**config.mk**
```make
export PLATFORM = sky130hd
export DESIGN_NAME = refclk_output_generator
export DESIGN_NICKNAME = d
export VERILOG_FILES = /design/src/verilog/refclk_output_generator.v /design/src/verilog/refclk_source_mux.v /design/src/verilog/refclk_divider.v
export VERILOG_INCLUDE_DIRS = /design/src /design/src/verilog
export SDC_FILE = /design/constraint.sdc
export NUM_CORES = 1
export LEC_CHECK = 0
export BUFFER_PORTS_ARGS = -buffer_cell sky130_fd_sc_hd__buf_2
export CORE_MARGIN = 2
export CORE_UTILIZATION = 25
export CTS_CLUSTER_DIAMETER = 200
export DETAILED_ROUTE_END_ITERATION = 8
export PLACE_DENSITY = 0.41
export SLEW_MARGIN = 30
export SYNTH_ARGS = -nofsm -noshare
export SYNTH_HDL_FRONTEND = slang
export SYNTH_SLANG_ARGS = --single-unit
```
**constraint.sdc**
```tcl
create_clock -name i_sys_clk -period 9 [get_ports i_sys_clk]
set_input_delay 1.35 -clock i_sys_clk [delete_from_list [all_inputs] [get_ports i_sys_clk]]
set_output_delay 1.35 -clock i_sys_clk [all_outputs]
set_load 0.01 [all_outputs]
```
**src/verilog/refclk_defines.vh**
```
// constants for the reference clock output generator
`ifndef REFCLK_DEFINES_VH
`define REFCLK_DEFINES_VH

// ==========================================================
// register word addresses
`define REFCLK_ADDR_CTRL_LOW 4'h0
`define REFCLK_ADDR_DIVIDER 4'h1

// ==========================================================
// control low field positions
`define REFCLK_BIT_ENABLE 15
`define REFCLK_BIT_IDLE_STOP 13
`define REFCLK_BIT_PIN_DRIVE 12
`define REFCLK_BIT_SLEEP_RUN 11
`define REFCLK_BIT_SWITCH 9
`define REFCLK_BIT_ACTIVE 8
`define REFCLK_SEL_MSB 3
`define REFCLK_SEL_LSB 0
`define REFCLK_DIV_MSB 14

// ==========================================================
// reset values
`define REFCLK_CTRL_LOW_RST 16'h0000
`define REFCLK_DIVIDER_RST 16'h0000

// ==========================================================
// source select codes
`define REFCLK_SRC_OSC 4'h0
`define REFCLK_SRC_PERIPH 4'h1
`define REFCLK_SRC_PRIMARY 4'h2
`define REFCLK_SRC_FAST_RC 4'h3
`define REFCLK_SRC_LOW_POWER_RC 4'h4
`define REFCLK_SRC_SECONDARY 4'h5
`define REFCLK_SRC_PLL 4'h6
`define REFCLK_SRC_INPUT_PIN 4'h8

// ==========================================================
// system oscillator selections that own the pll
`define REFCLK_COSC_PLL_A 3'h1
`define REFCLK_COSC_PLL_B 3'h3

`endif

```
**src/verilog/refclk_output_generator.v**
```verilog
// top of the reference clock output generator: registers, control, pin
//
// Chosen here: the address map and strobed register access.
`timescale 1ns/1ps
`include "refclk_defines.vh"

module refclk_output_generator #(
    parameter ADDR_W = 4,  // register address width
    parameter DIV_W = 15   // divisor width
) (
    input wire i_sys_clk,                 // 40 MHz system clock
    input wire i_sys_rst,                 // synchronous reset, high
    input wire [ADDR_W-1:0] i_addr,       // register word address
    input wire [15:0] i_wdata,            // write data
    input wire i_wr,                      // write strobe
    input wire i_rd,                      // read strobe
    output reg [15:0] o_rdata,            // read data, cycle after strobe
    input wire i_idle_mode,               // device in Idle
    input wire i_sleep_mode,              // device in Sleep
    input wire [2:0] i_current_oscillator_select, // system oscillator
    input wire i_pll_input_source_select, // pll feed configuration bit
    input wire i_osc_clk,                 // oscillator clock
    input wire i_periph_clk,              // peripheral clock
    input wire i_primary_oscillator,      // primary oscillator
    input wire i_fast_rc_clock,           // fast rc
    input wire i_low_power_rc_clock,      // low power rc
    input wire i_secondary_oscillator,    // secondary oscillator
    input wire i_pll_frc_clk,             // pll fed from fast rc
    input wire i_pll_primary_oscillator_clk,            // pll fed from primary
    input wire i_reference_input_pin,     // reference input pin
    output reg o_reference_clock_pin,     // reference clock pin
    output reg o_refclk,                  // internal reference clock
    output reg o_refclk_active_flag,      // mirror of active flag
    output reg o_divider_switch_request   // mirror of switch bit
);

    // ==========================================================
    // control state
    reg refclk_enable_ff;
    reg refclk_idle_stop_ff;
    reg refclk_pin_drive_ff;
    reg refclk_sleep_run_ff;
    reg divider_switch_request_ff;
    reg refclk_active_flag_ff;
    reg [3:0] refclk_source_select_ff;
    reg [DIV_W-1:0] refclk_half_period_divisor_ff;
    reg [DIV_W-1:0] div_in_effect_ff;
    reg pin_gate_ff;
    reg [15:0] nxt_rdata;
    reg run_ff;

    wire wr_low;
    wire wr_div;
    wire src_lvl;
    wire src_rise;
    wire div_clk;
    wire div_gate;
    wire period_end;
    wire nxt_run;
    wire apply_div;
    wire [15:0] ctrl_low_view;
    wire [15:0] divider_view;

    // ==========================================================
    // register decode
    assign wr_low = i_wr && (i_addr == `REFCLK_ADDR_CTRL_LOW);
    assign wr_div = i_wr && (i_addr == `REFCLK_ADDR_DIVIDER);

    always @(posedge i_sys_clk) begin
        if (i_sys_rst) begin
            refclk_enable_ff <= 1'b0;
            refclk_idle_stop_ff <= 1'b0;
            refclk_pin_drive_ff <= 1'b0;
            refclk_sleep_run_ff <= 1'b0;
            refclk_source_select_ff <= 4'h0;
        end else if (wr_low) begin
            refclk_enable_ff <= i_wdata[`REFCLK_BIT_ENABLE];
            refclk_idle_stop_ff <= i_wdata[`REFCLK_BIT_IDLE_STOP];
            refclk_pin_drive_ff <= i_wdata[`REFCLK_BIT_PIN_DRIVE];
            refclk_sleep_run_ff <= i_wdata[`REFCLK_BIT_SLEEP_RUN];
            refclk_source_select_ff <= i_wdata[`REFCLK_SEL_MSB:`REFCLK_SEL_LSB];
        end
    end

    always @(posedge i_sys_clk) begin
        if (i_sys_rst) begin
            refclk_half_period_divisor_ff <= {DIV_W{1'b0}};
        end else if (wr_div) begin
            refclk_half_period_divisor_ff <= i_wdata[DIV_W-1:0];
        end
    end

    // ==========================================================
    // divider switch handshake
    // new divisor takes effect on a period boundary, or at once when idle
    assign apply_div = divider_switch_request_ff && (period_end || !div_gate);

    always @(posedge i_sys_clk) begin
        if (i_sys_rst) begin
            divider_switch_request_ff <= 1'b0;
            div_in_effect_ff <= {DIV_W{1'b0}};
        end else begin
            if (apply_div) begin
                div_in_effect_ff <= refclk_half_period_divisor_ff;
            end
            // a software set beats the hardware clear
            if (wr_low && i_wdata[`REFCLK_BIT_SWITCH]) begin
                divider_switch_request_ff <= 1'b1;
            end else if (apply_div) begin
                divider_switch_request_ff <= 1'b0;
            end
        end
    end

    // ==========================================================
    // power mode gating
    assign nxt_run = refclk_enable_ff
        && !(i_idle_mode && refclk_idle_stop_ff)
        && !(i_sleep_mode && !refclk_sleep_run_ff);

    always @(posedge i_sys_clk) begin
        if (i_sys_rst) begin
            run_ff <= 1'b0;
        end else begin
            run_ff <= nxt_run;
        end
    end

    // ==========================================================
    // active flag
    // stays set until the divider has wound down to a low output
    always @(posedge i_sys_clk) begin
        if (i_sys_rst) begin
            refclk_active_flag_ff <= 1'b0;
        end else begin
            refclk_active_flag_ff <= refclk_enable_ff | div_gate | div_clk;
        end
    end

    // ==========================================================
    // source selection and division
    refclk_source_mux u_mux (
        .i_sys_clk(i_sys_clk),
        .i_sys_rst(i_sys_rst),
        .i_sel(refclk_source_select_ff),
        .i_cur_osc(i_current_oscillator_select),
        .i_pll_input_source_select(i_pll_input_source_select),
        .i_osc_clk(i_osc_clk),
        .i_periph_clk(i_periph_clk),
        .i_primary_oscillator(i_primary_oscillator),
        .i_fast_rc_clock(i_fast_rc_clock),
        .i_low_power_rc_clock(i_low_power_rc_clock),
        .i_secondary_oscillator(i_secondary_oscillator),
        .i_pll_frc_clk(i_pll_frc_clk),
        .i_pll_primary_oscillator_clk(i_pll_primary_oscillator_clk),
        .i_reference_input_pin(i_reference_input_pin),
        .o_src_lvl(src_lvl),
        .o_src_rise(src_rise)
    );

    refclk_divider #(
        .DIV_W(DIV_W)
    ) u_div (
        .i_sys_clk(i_sys_clk),
        .i_sys_rst(i_sys_rst),
        .i_src_lvl(src_lvl),
        .i_src_rise(src_rise),
        .i_div(div_in_effect_ff),
        .i_run(run_ff),
        .o_clk(div_clk),
        .o_gate(div_gate),
        .o_period_end(period_end)
    );

    // ==========================================================
    // pin drive
    // drive gate moves only while the clock is low, so no runt pulses
    always @(posedge i_sys_clk) begin
        if (i_sys_rst) begin
            pin_gate_ff <= 1'b0;
        end else if (!div_clk) begin
            pin_gate_ff <= refclk_pin_drive_ff & refclk_enable_ff;
        end
    end

    always @(posedge i_sys_clk) begin
        if (i_sys_rst) begin
            o_reference_clock_pin <= 1'b0;
            o_refclk <= 1'b0;
            o_refclk_active_flag <= 1'b0;
            o_divider_switch_request <= 1'b0;
        end else begin
            o_reference_clock_pin <= pin_gate_ff & div_clk;
            o_refclk <= div_clk;
            o_refclk_active_flag <= refclk_active_flag_ff;
            o_divider_switch_request <= divider_switch_request_ff;
        end
    end

    // ==========================================================
    // read back
    assign ctrl_low_view = {
        refclk_enable_ff,
        1'b0,
        refclk_idle_stop_ff,
        refclk_pin_drive_ff,
        refclk_sleep_run_ff,
        1'b0,
        divider_switch_request_ff,
        refclk_active_flag_ff,
        4'h0,
        refclk_source_select_ff
    };
    assign divider_view = {1'b0, refclk_half_period_divisor_ff};

    always @* begin
        nxt_rdata = 16'h0000;
        if (i_rd) begin
            case (i_addr)
                `REFCLK_ADDR_CTRL_LOW: nxt_rdata = ctrl_low_view;
                `REFCLK_ADDR_DIVIDER: nxt_rdata = divider_view;
                default: nxt_rdata = 16'h0000;
            endcase
        end
    end

    always @(posedge i_sys_clk) begin
        if (i_sys_rst) begin
            o_rdata <= 16'h0000;
        end else begin
            o_rdata <= nxt_rdata;
        end
    end

endmodule

```
**src/verilog/refclk_source_mux.v**
```verilog
// source selection and sampling of the chosen reference source
`timescale 1ns/1ps
`include "refclk_defines.vh"

module refclk_source_mux (
    input wire i_sys_clk,                 // system clock
    input wire i_sys_rst,                 // synchronous reset, high
    input wire [3:0] i_sel,               // source select code
    input wire [2:0] i_cur_osc,           // current oscillator select
    input wire i_pll_input_source_select, // 0 fast rc fed pll, 1 primary fed pll
    input wire i_osc_clk,                 // oscillator (system) clock level
    input wire i_periph_clk,              // peripheral clock level
    input wire i_primary_oscillator,      // primary oscillator level
    input wire i_fast_rc_clock,           // fast rc level
    input wire i_low_power_rc_clock,      // low power rc level
    input wire i_secondary_oscillator,    // secondary oscillator level
    input wire i_pll_frc_clk,             // pll output, fast rc input
    input wire i_pll_primary_oscillator_clk,            // pll output, primary input
    input wire i_reference_input_pin,     // reference input pin level
    output wire o_src_lvl,                // sampled source level
    output wire o_src_rise                // one-cycle pulse on source rise
);

    reg src_lvl_ff;
    reg src_prev_ff;
    reg pll_lvl;
    reg nxt_src_lvl;

    // pll unavailable while it drives the system clock
    always @* begin
        pll_lvl = 1'b0;
        if ((i_cur_osc != `REFCLK_COSC_PLL_A) && (i_cur_osc != `REFCLK_COSC_PLL_B)) begin
            pll_lvl = i_pll_input_source_select ? i_pll_primary_oscillator_clk : i_pll_frc_clk;
        end
    end

    always @* begin
        case (i_sel)
            `REFCLK_SRC_OSC: nxt_src_lvl = i_osc_clk;
            `REFCLK_SRC_PERIPH: nxt_src_lvl = i_periph_clk;
            `REFCLK_SRC_PRIMARY: nxt_src_lvl = i_primary_oscillator;
            `REFCLK_SRC_FAST_RC: nxt_src_lvl = i_fast_rc_clock;
            `REFCLK_SRC_LOW_POWER_RC: nxt_src_lvl = i_low_power_rc_clock;
            `REFCLK_SRC_SECONDARY: nxt_src_lvl = i_secondary_oscillator;
            `REFCLK_SRC_PLL: nxt_src_lvl = pll_lvl;
            `REFCLK_SRC_INPUT_PIN: nxt_src_lvl = i_reference_input_pin;
            default: nxt_src_lvl = 1'b0;
        endcase
    end

    always @(posedge i_sys_clk) begin
        if (i_sys_rst) begin
            src_lvl_ff <= 1'b0;
            src_prev_ff <= 1'b0;
        end else begin
            src_lvl_ff <= nxt_src_lvl;
            src_prev_ff <= src_lvl_ff;
        end
    end

    assign o_src_lvl = src_lvl_ff;
    assign o_src_rise = src_lvl_ff & ~src_prev_ff;

endmodule

```
**src/verilog/refclk_divider.v**
```verilog
// even divider with bypass and glitch-free start and stop
`timescale 1ns/1ps

module refclk_divider #(
    parameter DIV_W = 15 // divisor width
) (
    input wire i_sys_clk,           // system clock
    input wire i_sys_rst,           // synchronous reset, high
    input wire i_src_lvl,           // sampled source level
    input wire i_src_rise,          // source rising pulse
    input wire [DIV_W-1:0] i_div,   // half period divisor in effect
    input wire i_run,               // request to run
    output wire o_clk,              // reference clock level
    output wire o_gate,             // divider running
    output wire o_period_end        // pulse after each falling output edge
);

    reg out_ff;
    reg gate_ff;
    reg end_ff;
    reg [DIV_W-1:0] cnt_ff;
    wire bypass;
    wire [DIV_W-1:0] last;

    assign bypass = (i_div == {DIV_W{1'b0}});
    assign last = i_div - {{(DIV_W-1){1'b0}}, 1'b1};

    always @(posedge i_sys_clk) begin
        if (i_sys_rst) begin
            out_ff <= 1'b0;
            gate_ff <= 1'b0;
            end_ff <= 1'b0;
            cnt_ff <= {DIV_W{1'b0}};
        end else begin
            end_ff <= 1'b0;
            // gate only moves while output is low, and in bypass only while source is low too
            if (!out_ff && !(bypass && i_src_lvl)) begin
                gate_ff <= i_run;
            end
            if (bypass) begin
                cnt_ff <= {DIV_W{1'b0}};
                out_ff <= gate_ff & i_src_lvl;
                end_ff <= out_ff & ~(gate_ff & i_src_lvl);
            end else if (gate_ff && i_src_rise) begin
                if (cnt_ff >= last) begin
                    cnt_ff <= {DIV_W{1'b0}};
                    out_ff <= ~out_ff;
                    end_ff <= out_ff;
                end else begin
                    cnt_ff <= cnt_ff + {{(DIV_W-1){1'b0}}, 1'b1};
                end
            end else if (!gate_ff) begin
                cnt_ff <= {DIV_W{1'b0}};
            end
        end
    end

    assign o_clk = out_ff;
    assign o_gate = gate_ff;
    assign o_period_end = end_ff;

endmodule

```
Word level (Yosys, flattened, before mapping)
Index checks and enable logic that the tools add are counted.
W data, S select, Z words.
- bits in registers: 82
- logic and storage cells: 90
- add/sub/neg operators: 2
- $lt $le $gt $ge: 1
- equal/unequal tests: 11
- multiplexer cells: 15
- bitwise gates (word level): 11
- reduce and logical (&&, ||, !) cells: 28
- operators with widths (operator ; count):
    $mux W15 ; 3
    $pmux W16 S2 ; 1
    $add A15 B1 Y15 const B ; 1
    $ge A15 B15 Y1 ; 1
    $logic_not A15 Y1 ; 1
    $sub A15 B1 Y15 const B ; 1
    $eq A4 B3 Y1 const B ; 3
    $logic_and A1 B1 Y1 ; 12
    $mux W1 ; 10
    $eq A4 B1 Y1 const B ; 2
    $eq A4 B2 Y1 const B ; 2
    $logic_not A4 Y1 ; 2
    $pmux W1 S8 ; 1
    $logic_not A1 Y1 ; 6
    $reduce_bool A2 Y1 ; 3
    $and A1 B1 Y1 ; 5
    $eq A4 B4 Y1 const B ; 1
    $not A1 Y1 ; 4
    $reduce_or A2 Y1 ; 2
    $ne A3 B1 Y1 const B ; 1
    $ne A3 B2 Y1 const B ; 1
    $ne A2 B2 Y1 const B ; 1
    $or A1 B1 Y1 ; 2
    $reduce_and A2 Y1 ; 1
    $logic_or A1 B1 Y1 ; 1

Logic depth before layout (Yosys ltp)
Gate-level depths: netlist (run 1).
- depth after elaboration: 5
- mapped depth: 15
- depth with buffers taken out: 13

Hierarchy
From an unflattened synthesis (run 1), not the netlist that was laid out.
- cells, all modules: 436
- area total of the unflattened synthesis: 4063.9 µm²
- modules (own cells, without submodules) (module ; instances ; cells each ; area an instance (µm²) ; seq. area each (µm²)):
    refclk_output_generator ; 1 ; 237 ; 2344.7 ; 1241.2
    refclk_divider ; 1 ; 180 ; 1544.0 ; 360.3
    refclk_source_mux ; 1 ; 19 ; 175.2 ; 40.0

Least setup slack after synthesis (run 1)
No wires, ideal clock.
- path type: register -> register
- start: register div_in_effect_ff[0]
- end: register u_div.end_ff, in the netlist u_div.o_period_end
- setup time: 0.070 ns
- arrival time: 2.827 ns
- data required time: 8.930 ns
- path slack: 6.104 ns
- stages on the path, launching flop included: 15
- path buffers: 1
- period minus slack after synthesis: 2.896 ns
- cells stage by stage: dfxtp_1 inv_1 ha_1 nand3b_1 or3_1 or3_1 a21oi_1 ha_1 nand4_1 nor3_2 a21oi_1 and3_1 buf_4 or4_1 a21boi_1
- word-level cells in the longest chain between the ends: 5
- elaborated cells on any way between the ends: 6
- those cells by class: add/sub: 1; order compare: 1; mux: 3; reduce/logical: 1
- RTL lines (element ; RTL line ; source):
    start, declared ; refclk_output_generator.v:47 ; reg [DIV_W-1:0] div_in_effect_ff;
    start signal, assigned ; refclk_output_generator.v:101 ; div_in_effect_ff <= {DIV_W{1'b0}};
    start signal, assigned ; refclk_output_generator.v:104 ; div_in_effect_ff <= refclk_half_period_divisor_ff;
    $sub A15 B1 Y15 ; refclk_divider.v:26 ; assign last = i_div - {{(DIV_W-1){1'b0}}, 1'b1};
    $ge A15 B15 Y1 ; refclk_divider.v:45 ; if (cnt_ff >= last) begin
    $mux W1 ; refclk_divider.v:45 ;
    $mux W1 ; refclk_divider.v:44 ; end else if (gate_ff && i_src_rise) begin
    $mux W1 (*) ; refclk_divider.v:40 ; if (bypass) begin
    end signal, assigned ; refclk_divider.v:43 ; end_ff <= out_ff & ~(gate_ff & i_src_lvl);
    end signal, assigned ; refclk_divider.v:48 ; end_ff <= out_ff;
    end, declared ; refclk_divider.v:20 ; reg end_ff;
Mark *: on every way between the ends. The rest lies on a longest branch, timed or not.
A chain may end at the register's enable or synchronous reset.

Worst setup path after layout (run 1)
- start: register div_in_effect_ff[0]
- end: register u_div.cnt_ff[9]
- word-level cells in the longest chain between the ends: 4
- elaborated cells on any way between the ends: 6
- those cells by class: add/sub: 1; order compare: 1; mux: 2; reduce/logical: 2
- RTL lines (element ; RTL line ; source):
    $sub A15 B1 Y15 ; refclk_divider.v:26 ;
    $ge A15 B15 Y1 ; refclk_divider.v:45 ;
    $mux W15 ; refclk_divider.v:45 ;
    $mux W15 ; refclk_divider.v:44 ;
    end signal, assigned ; refclk_divider.v:33 ; cnt_ff <= {DIV_W{1'b0}};
    end signal, assigned ; refclk_divider.v:46 ; cnt_ff <= {DIV_W{1'b0}};
    end signal, assigned ; refclk_divider.v:50 ; cnt_ff <= cnt_ff + {{(DIV_W-1){1'b0}}, 1'b1};
    end, declared ; refclk_divider.v:21 ; reg [DIV_W-1:0] cnt_ff;
Several ways; a longest one is shown, not always the timed one.

==> results of run 1 <==
-- through the flow --
stage	power [mW]	std cells	cell area [um2]
finish	0.760	688	4560
global route	0.788	688	4560
CTS	0.775	688	4560
detailed placement	0.399	673	4270
global placement	0.398	673	4270
floorplan	0.386	446	3820
-- power by group --
group / internal [mW] / leakage [nW] / switching (mW)
logic: 0.00971 / 1.11 / 0.0136
clock network: 0.221 / 0.134 / 0.149
registers: 0.365 / 0.661 / 0.00196
-- kinds of logic after synthesis --
family | Yosys count
and+or+nand+nor | 204
xor gates and xnor gates | 16
muxes | 21
adders and majority gates | 17
AOI/OAI and AO/OA | 74
DFF | 82
buffers and inverters | 32
-- Yosys cell counts (5+ instances only) --
cell / n / share of area [%]
dfxtp_1: 82 / 43
nand2_1: 69 / 6.8
nor2_1: 43 / 4.2
a21oi_1: 38 / 5.0
nand3_1: 24 / 3.1
mux2i_1: 21 / 5.5
ha_1: 17 / 5.6
clkbuf_1: 14 / 1.4
inv_1: 11 / 1.1
o21ai_0: 11 / 1.4
a22oi_1: 10 / 2.0
and2_1: 10 / 1.6
xnor2_1: 10 / 2.3
nand4_1: 7 / 1.1
nor3_1: 7 / 0.92
xor2_1: 6 / 1.4
nand3b_1: 5 / 0.98
nor2b_1: 5 / 0.82
-- how the worst max path moves through the flow --
stage | from | endpoint | slack [ps] | depth (start not counted)
floorplan | div_in_effect_ff[0] | u_div.o_period_end | 6100 | 14
global route | div_in_effect_ff[0] | u_div.cnt_ff[10] | 5010 | 13
global placement | div_in_effect_ff[0] | u_div.cnt_ff[10] | 5340 | 13
finish | div_in_effect_ff[0] | u_div.cnt_ff[9] | 5270 | 13
CTS | div_in_effect_ff[0] | u_div.cnt_ff[9] | 5190 | 13
detailed placement | div_in_effect_ff[0] | u_div.cnt_ff[9] | 5250 | 13
-- worst max-delay path: stages, from the launching register on --
cell	delay, ps
dfxtp_1	320
inv_1	100
ha_1	240
nand3b_1	130
or3_1	350
or3_1	310
a21oi_1	170
ha_1	280
a21oi_1	150
o21ai_0	120
a21oi_1	130
and3_1	660
nand2_2	310
o31ai_1	350
-- registers in the layout, summed over array words and instances (netlist names) --
signal / cells
refclk_half_period_divisor_ff: 15
refclk_active_flag_ff: 1
u_div.cnt_ff: 15
pin_gate_ff: 1
u_div.o_clk: 1
u_div.o_gate: 1
o_rdata: 16
divider_switch_request_ff: 1
u_mux.o_src_lvl: 1
o_refclk_active_flag: 1
run_ff: 1
u_div.o_period_end: 1
u_mux.src_prev_ff: 1
refclk_enable_ff: 1
refclk_source_select_ff: 4
o_reference_clock_pin: 1
o_refclk: 1
refclk_sleep_run_ff: 1
refclk_pin_drive_ff: 1
o_divider_switch_request: 1
div_in_effect_ff: 15
refclk_idle_stop_ff: 1
-- layout make-up --
class | count | share of cell area, %
clock buffer | 11 | 5.32
clock inverter | 4 | 1.15
inverter | 11 | 0.905
multi-input combinational | 332 | 44.8
sequential | 82 | 36.0
tap | 188 | 5.15
timing repair buffer | 60 | 6.74
-- metal layers --
layer,part of all wire (%),vias up,wire (um)
li1,-,1648,-
met1,50,1492,4720
met2,45,57,4270
met3,3.5,11,335
met4,1.7,0,163
met5,0,-,0
-- placed cells by master (no fill, tap or decap), drive strengths merged, types with 2 or more instances in the layout --
cell type and instances:
nand4 7, nand2 70, mux2i 21, nor2 43
a21boi 2, nand3b 5, nor4b 2, xnor2 10
and4b 2, dfxtp 82, and3 5, or2 2
a21oi 38, o31ai 2, nand4b 3, nand3 25
and2 11, nor2b 5, ha 17, or3 4
nor3 9, inv 11, nand2b 4, nor4 3
buf 60, xor2 6, clkbuf 11, o311ai 2
a31oi 2, clkinvlp 3, o21ai 12, a22oi 10
==> flow_metrics.py, run 1 <==
metrics = {
    "clocking": {
        "cts_root_buf": "clkbuf_16",
        "postCtsHoldBufs": 0,
        "worstSkewPairLatency_ps": 340,
        "cts_tree": "yes",
        "cts-buffers-inserted": 9,
        "htreeDepth": 3,
        "clockBufferDepth": 2,
        "cts_resized": 0,
        "numClockSinks": 82,
        "clk_pin_slew_ps": 60,
        "cts_setup_buffers": 0,
    },
    "setup_path": {
        "endpoint_kind": "flip-flop",
        "start_kind": "flip-flop",
        "reg2reg_from": "div_in_effect_ff[0]",
        "critical_path_class": "reg2reg",
        "required_ps": 9240,
        "path_max_fanout": 18,
        "ff2ff_path_depth": 13,
        "critical_path_arrival_ps": 3970,
        "r2r-end": "u_div.cnt_ff[9]",
        "rrSetupSlack_ps": 5270,
    },
    "drt": {
        "routedWlPerCell_um": 13.8,
        "drt.antenna.violating_nets": 0,
        "first_pass_iters": 4,
        "viasPerCell": 4.66,
        "drt_iter0_drc": 142,
        "via_count": 3208,
        "drc": 0,
        "drt_wl_total_mm": 9.48,
    },
    "sta": {
        "fin_worst_skew_ps": 8.05,
        "max_slew_margin_pct": 49.9,
        "setup_tns_ps": 0,
        "hold_viol": 0,
        "worst_slew_pin_slew_ps": 752,
        "timing.final.ws_setup_ps": 5270,
        "fin_crit_ps": 3730,
        "finalSetupViolCount": 0,
        "rsz0062_at_grt": "false",
        "drv_slew": 0,
        "fin_crit_sh_pct": 41.5,
        "holdWs_ps": 458,
        "max_freq_mhz": 268,
    },
    "place": {
        "post-place-ws_ps": 5250,
        "portBuffers": 57,
        "gp_congestion": 0.805,
        "place_hpwl_mm": 6.74,
    },
    "global_route": {
        "grt_busiest_layer": "met2",
        "use_met1_pct": 16.4,
        "gr-usage-met2_pct": 19.3,
        "antenna_found_initial": 0,
        "grt_pass1_wl_mm": 16.0,
        "grt_util_all_layers_pct": 12.4,
        "grt_overflow_total": 0,
        "grt_max_degree": 55,
        "grt_pass1_vias": 3178,
        "met3_usage_pct": 2.55,
    },
    "synth": {
        "ys_async_sr_fraction_pct": 0,
        "synth_adder_area_share_pct": 5.56,
        "synthesis.nets": 502,
        "muxShareOfSynthArea_pct": 5.50,
        "ys_ff_latch": 82,
        "yosys.area_share.simple_pct": 27.1,
        "ys_warn_count": 0,
        "synth.cell_area_um2": 3820,
        "synth-compound-area-share_pct": 11.4,
        "synthDistinctLibCells": 54,
        "synth_seq_area_share_pct": 42.9,
        "synthFlopType": "dfxtp_1",
        "synth_xor_area_share_pct": 3.67,
        "synth_top_family_by_area": "simple AND/OR/NAND/NOR gates",
        "synth.avg_cell_area_um2": 8.57,
        "synth_edf_count": 0,
        "synthCells": 446,
    },
    "cells_and_area": {
        "diodes": 0,
        "finalNetCount": 552,
        "nFillCells": 1621,
        "area_growth_pct": 19.4,
        "area.sequential_um2": 1640,
        "fin_util_pct": 30.2,
        "layout-drive-gt1-share_pct": 17.6,
        "multiInputGateArea_um2": 2040,
    },
    "floorplan": {
        "die_h_um": 128,
        "rows": 45,
        "coreArea_um2": 15100,
        "io_pins": 59,
        "die_x_um": 128,
        "initial_core_util_pct": 25.3,
        "die-area_um2": 16300,
    },
    "worst_hold_path": {
        "whs_endpoint": "o_reference_clock_pin",
        "hold_start": "pin_gate_ff",
        "hold_path_depth": 1,
        "hold_path_class": "reg2reg",
    },
    "pwr": {
        "powerDensity_nw_per_um2": 167,
        "static-leakage-power_nw": 1.91,
        "peakVddDrop_uv": 92.0,
    },
    "run": {
        "cap_violations": 0,
    },
    "status": {
        "status": "finished clean",
    },
}
No activity file was read; power rests on OpenSTA's default activity.
==> inputs of run 2 (changes only) <==
--- a/config.mk
+++ b/config.mk
@@ -6,12 +6,13 @@
 export SDC_FILE = /design/constraint.sdc
 export NUM_CORES = 1
 export LEC_CHECK = 0
+export ABC_AREA = 1
 export BUFFER_PORTS_ARGS = -buffer_cell sky130_fd_sc_hd__buf_2
 export CORE_MARGIN = 2
 export CORE_UTILIZATION = 25
 export CTS_CLUSTER_DIAMETER = 200
 export DETAILED_ROUTE_END_ITERATION = 8
-export PLACE_DENSITY = 0.41
+export PLACE_DENSITY = 0.42
 export SLEW_MARGIN = 30
 export SYNTH_ARGS = -nofsm -noshare
 export SYNTH_HDL_FRONTEND = slang
==> constraint.sdc (replaced) <==
create_clock -name i_sys_clk -period 3.3 [get_ports i_sys_clk]
set_input_delay 0.495 -clock i_sys_clk [delete_from_list [all_inputs] [get_ports i_sys_clk]]
set_output_delay 0.495 -clock i_sys_clk [all_outputs]
set_load 0.01 [all_outputs]
==> run 2 against run 1 <==
Net effect:
- non-clock buffer count up 2
- synthesized area grew 7.8%
- count of clock-buffer cells in the layout shrank 1
- routed wire length rose by 6.6%
- utilization increased by 0.50 points
- maximum frequency increased by 32%
- highest routed layer unchanged
- final cell count rose by 19%
- clock skew fell by 1.5 ps
- combinational power grew to 9.0 times the previous value
- total power grew to 3.0 times the previous value
- largest cell class unchanged
- hold slack worse by 90 ps
- critical path depth increased by 2
==> flow_metrics.py, run 2 <==
metrics = {
    "status": {
        "status": "finished clean",
    },
    "sta": {
        "fin_crit_ps": 2820,
        "drv_slew": 0,
        "worst_slew_pin_slew_ps": 848,
        "setup_tns_ps": 0,
        "rsz0062_at_grt": "false",
        "fin_crit_sh_pct": 85.5,
        "max_freq_mhz": 355,
        "max_slew_margin_pct": 43.4,
        "fin_worst_skew_ps": 6.55,
        "holdWs_ps": 368,
        "timing.final.ws_setup_ps": 480,
        "finalSetupViolCount": 0,
        "hold_viol": 0,
    },
    "synth": {
        "ys_top_cells_by_area": "dfxtp_1 (40%), nand2_1 (9.6%), a21oi_1 (7.2%)",
        "synth.avg_cell_area_um2": 7.60,
        "synth_top_cells_by_count": "nand2_1 (105), dfxtp_1 (82), inv_1 (60), a21oi_1 (59), nor2_1 (34)",
        "synthDistinctLibCells": 36,
        "ys_ff_latch": 82,
        "ys_async_sr_fraction_pct": 0,
        "synth_seq_area_share_pct": 39.8,
        "synth.cell_area_um2": 4120,
        "ys_warn_count": 0,
        "synthFlopType": "dfxtp_1",
        "synthCells": 542,
        "yosysMostFrequentCell": "nand2_1",
        "yosysTopAreaCell": "dfxtp_1",
        "synth_top_area_share_pct": 39.8,
        "synth_edf_count": 0,
        "synthesis.nets": 598,
    },
    "floorplan": {
        "coreArea_um2": 16000,
        "die_h_um": 132,
        "die-area_um2": 17500,
        "initial_core_util_pct": 25.8,
        "die_x_um": 132,
        "io_pins": 59,
        "rows": 46,
    },
    "setup_path": {
        "cpPeakStageDelay_ps": 390,
        "crit_cells": 15,
        "cp-endpoint": "u_div.cnt_ff[5]",
        "worstPathCellList": "inv_1, ha_1, nand2_2, nor2_4, nand3_2, nor3_2, a21oi_1, ha_1, nand2_2, inv_2, a21oi_2, nand3_2, nor2_4, nand3_1, a21oi_1",
        "critPathSlowestCell": "nor2_4",
        "cpLargestDelayFamily": "simple AND/OR/NAND/NOR gates",
        "path_max_fanout": 15,
        "r2r-end": "u_div.cnt_ff[5]",
        "startpoint": "div_in_effect_ff[0]",
        "rrSetupSlack_ps": 480,
        "critical_path_arrival_ps": 3100,
        "endpoint_kind": "flip-flop",
        "required_ps": 3580,
        "start_kind": "flip-flop",
        "cp_num_buf_inv": 2,
        "critical_path_class": "reg2reg",
        "reg2reg_from": "div_in_effect_ff[0]",
        "ff2ff_path_depth": 15,
    },
    "pwr": {
        "peakVddDrop_uv": 345,
        "static-leakage-power_nw": 2.07,
        "powerDensity_nw_per_um2": 463,
    },
    "worst_hold_path": {
        "hold_path_class": "in2reg",
        "hold_path_depth": 2,
    },
    "drt": {
        "drc": 0,
        "drt_iter0_drc": 218,
        "drt.antenna.violating_nets": 0,
        "viasPerCell": 4.42,
        "routedWlPerCell_um": 12.4,
        "via_count": 3619,
        "first_pass_iters": 4,
        "drt_wl_total_mm": 10.1,
    },
    "cells_and_area": {
        "area_growth_pct": 19.4,
        "finalNetCount": 653,
        "largest_reg_flops": 16,
        "fin_util_pct": 30.7,
        "final_cell_mix": "nand2_1 (105), dfxtp_1 (82), inv_1 (60), a21oi_1 (59), buf_2 (57)",
        "final_common_cell": "nand2_1",
        "diodes": 0,
        "nFillCells": 1769,
        "layout-drive-gt1-share_pct": 23.8,
        "fin_area_um2": 4920,
        "regMostFlops": "o_rdata",
    },
    "global_route": {
        "grt_overflow_total": 0,
        "grt_max_degree": 25,
        "grt_pass1_wl_mm": 17.0,
        "grt_util_all_layers_pct": 12.0,
        "antenna_found_initial": 0,
        "grt_pass1_vias": 3499,
    },
    "clocking": {
        "cts_tree": "yes",
        "numClockSinks": 82,
        "cts_setup_buffers": 0,
        "postCtsHoldBufs": 0,
        "clk_pin_slew_ps": 70,
        "htreeDepth": 3,
        "cts_resized": 0,
        "worstSkewPairLatency_ps": 340,
        "cts_root_buf": "clkbuf_16",
        "cts-buffers-inserted": 9,
        "clockBufferDepth": 2,
    },
    "run": {
        "cap_violations": 0,
    },
    "place": {
        "gp_congestion": 0.771,
        "place_hpwl_mm": 7.63,
        "dpl_cell_area_um2": 4610,
        "post-place-ws_ps": 414,
        "portBuffers": 57,
    },
}
run 2: cell count changes after synthesis, sizes merged, moves of 8 or more:
cell | previous run | this run
inv | 11 | 69
mux2i | 21 | 0
clkbuf | 14 | 6
nand3 | 25 | 42
a21oi | 38 | 74
and2 | 11 | 0
nand2 | 70 | 114
a22oi | 10 | 0
o21ai | 12 | 43
run 2: final cells by class:
type,count,area [um2],area share [%]
Multi-Input combinational cell,373,2110,43.0
Tap cell,216,270,5.49
Timing Repair Buffer,62,323,6.56
Clock buffer,10,239,4.86
Inverter,69,259,5.26
Clock inverter,6,73.8,1.50
Sequential cell,82,1640,33.4
run 2: how the worst min path moves through the flow:
stage                     slack [ps]                  start                     to
after global placement           440            pin_gate_ff  o_reference_clock_pin
after detailed placement         440  refclk_active_flag_ff   o_refclk_active_flag
after floorplan                  400  refclk_active_flag_ff   o_refclk_active_flag
after CTS                        350           i_sleep_mode                 run_ff
after global routing             350           i_sleep_mode                 run_ff
final                            370           i_sleep_mode                 run_ff
run 2: worst register-to-register path, delay by kind of cell, from the launching register on:
family                     cells  cell delay [ps]
AOI/OAI and AO/OA              3              420
adders and majority gates      2              560
and+or+nand+nor                8             1320
DFF                            1              300
buffers and inverters          2              180
run 2: through the flow:
stage	std cells	total power [mW]
5_1_grt	818	2.38
6_report	818	2.28
3_3_place_gp	802	1.25
3_5_place_dp	802	1.25
2_1_floorplan	542	1.19
4_1_cts	818	2.31
run 2: metal layers:
layer	vias up	GRT usage, %	share of wire, %
met1	1666	15.2	47
met2	61	20.1	48
li1	1881	-	-
met5	-	0	0
met4	0	2.63	0.95
met3	11	3.65	3.9
run 2: logic make-up after synthesis:
family | count (synthesis) | synth area share (%)
and+or+nand+nor | 217 | 25.3
AOI/OAI and AO/OA | 123 | 17.3
buffers and inverters | 87 | 8.96
DFF | 82 | 39.8
adders and majority gates | 17 | 5.16
xor gates and xnor gates | 16 | 3.40
run 2: where the power goes:
part / leakage, nW / switching, mW / internal [mW]
registers: 0.662 / 0.0125 / 1.01
logic: 1.27 / 0.133 / 0.0755
clock network: 0.147 / 0.434 / 0.616
total: 2.07 / 0.580 / 1.70
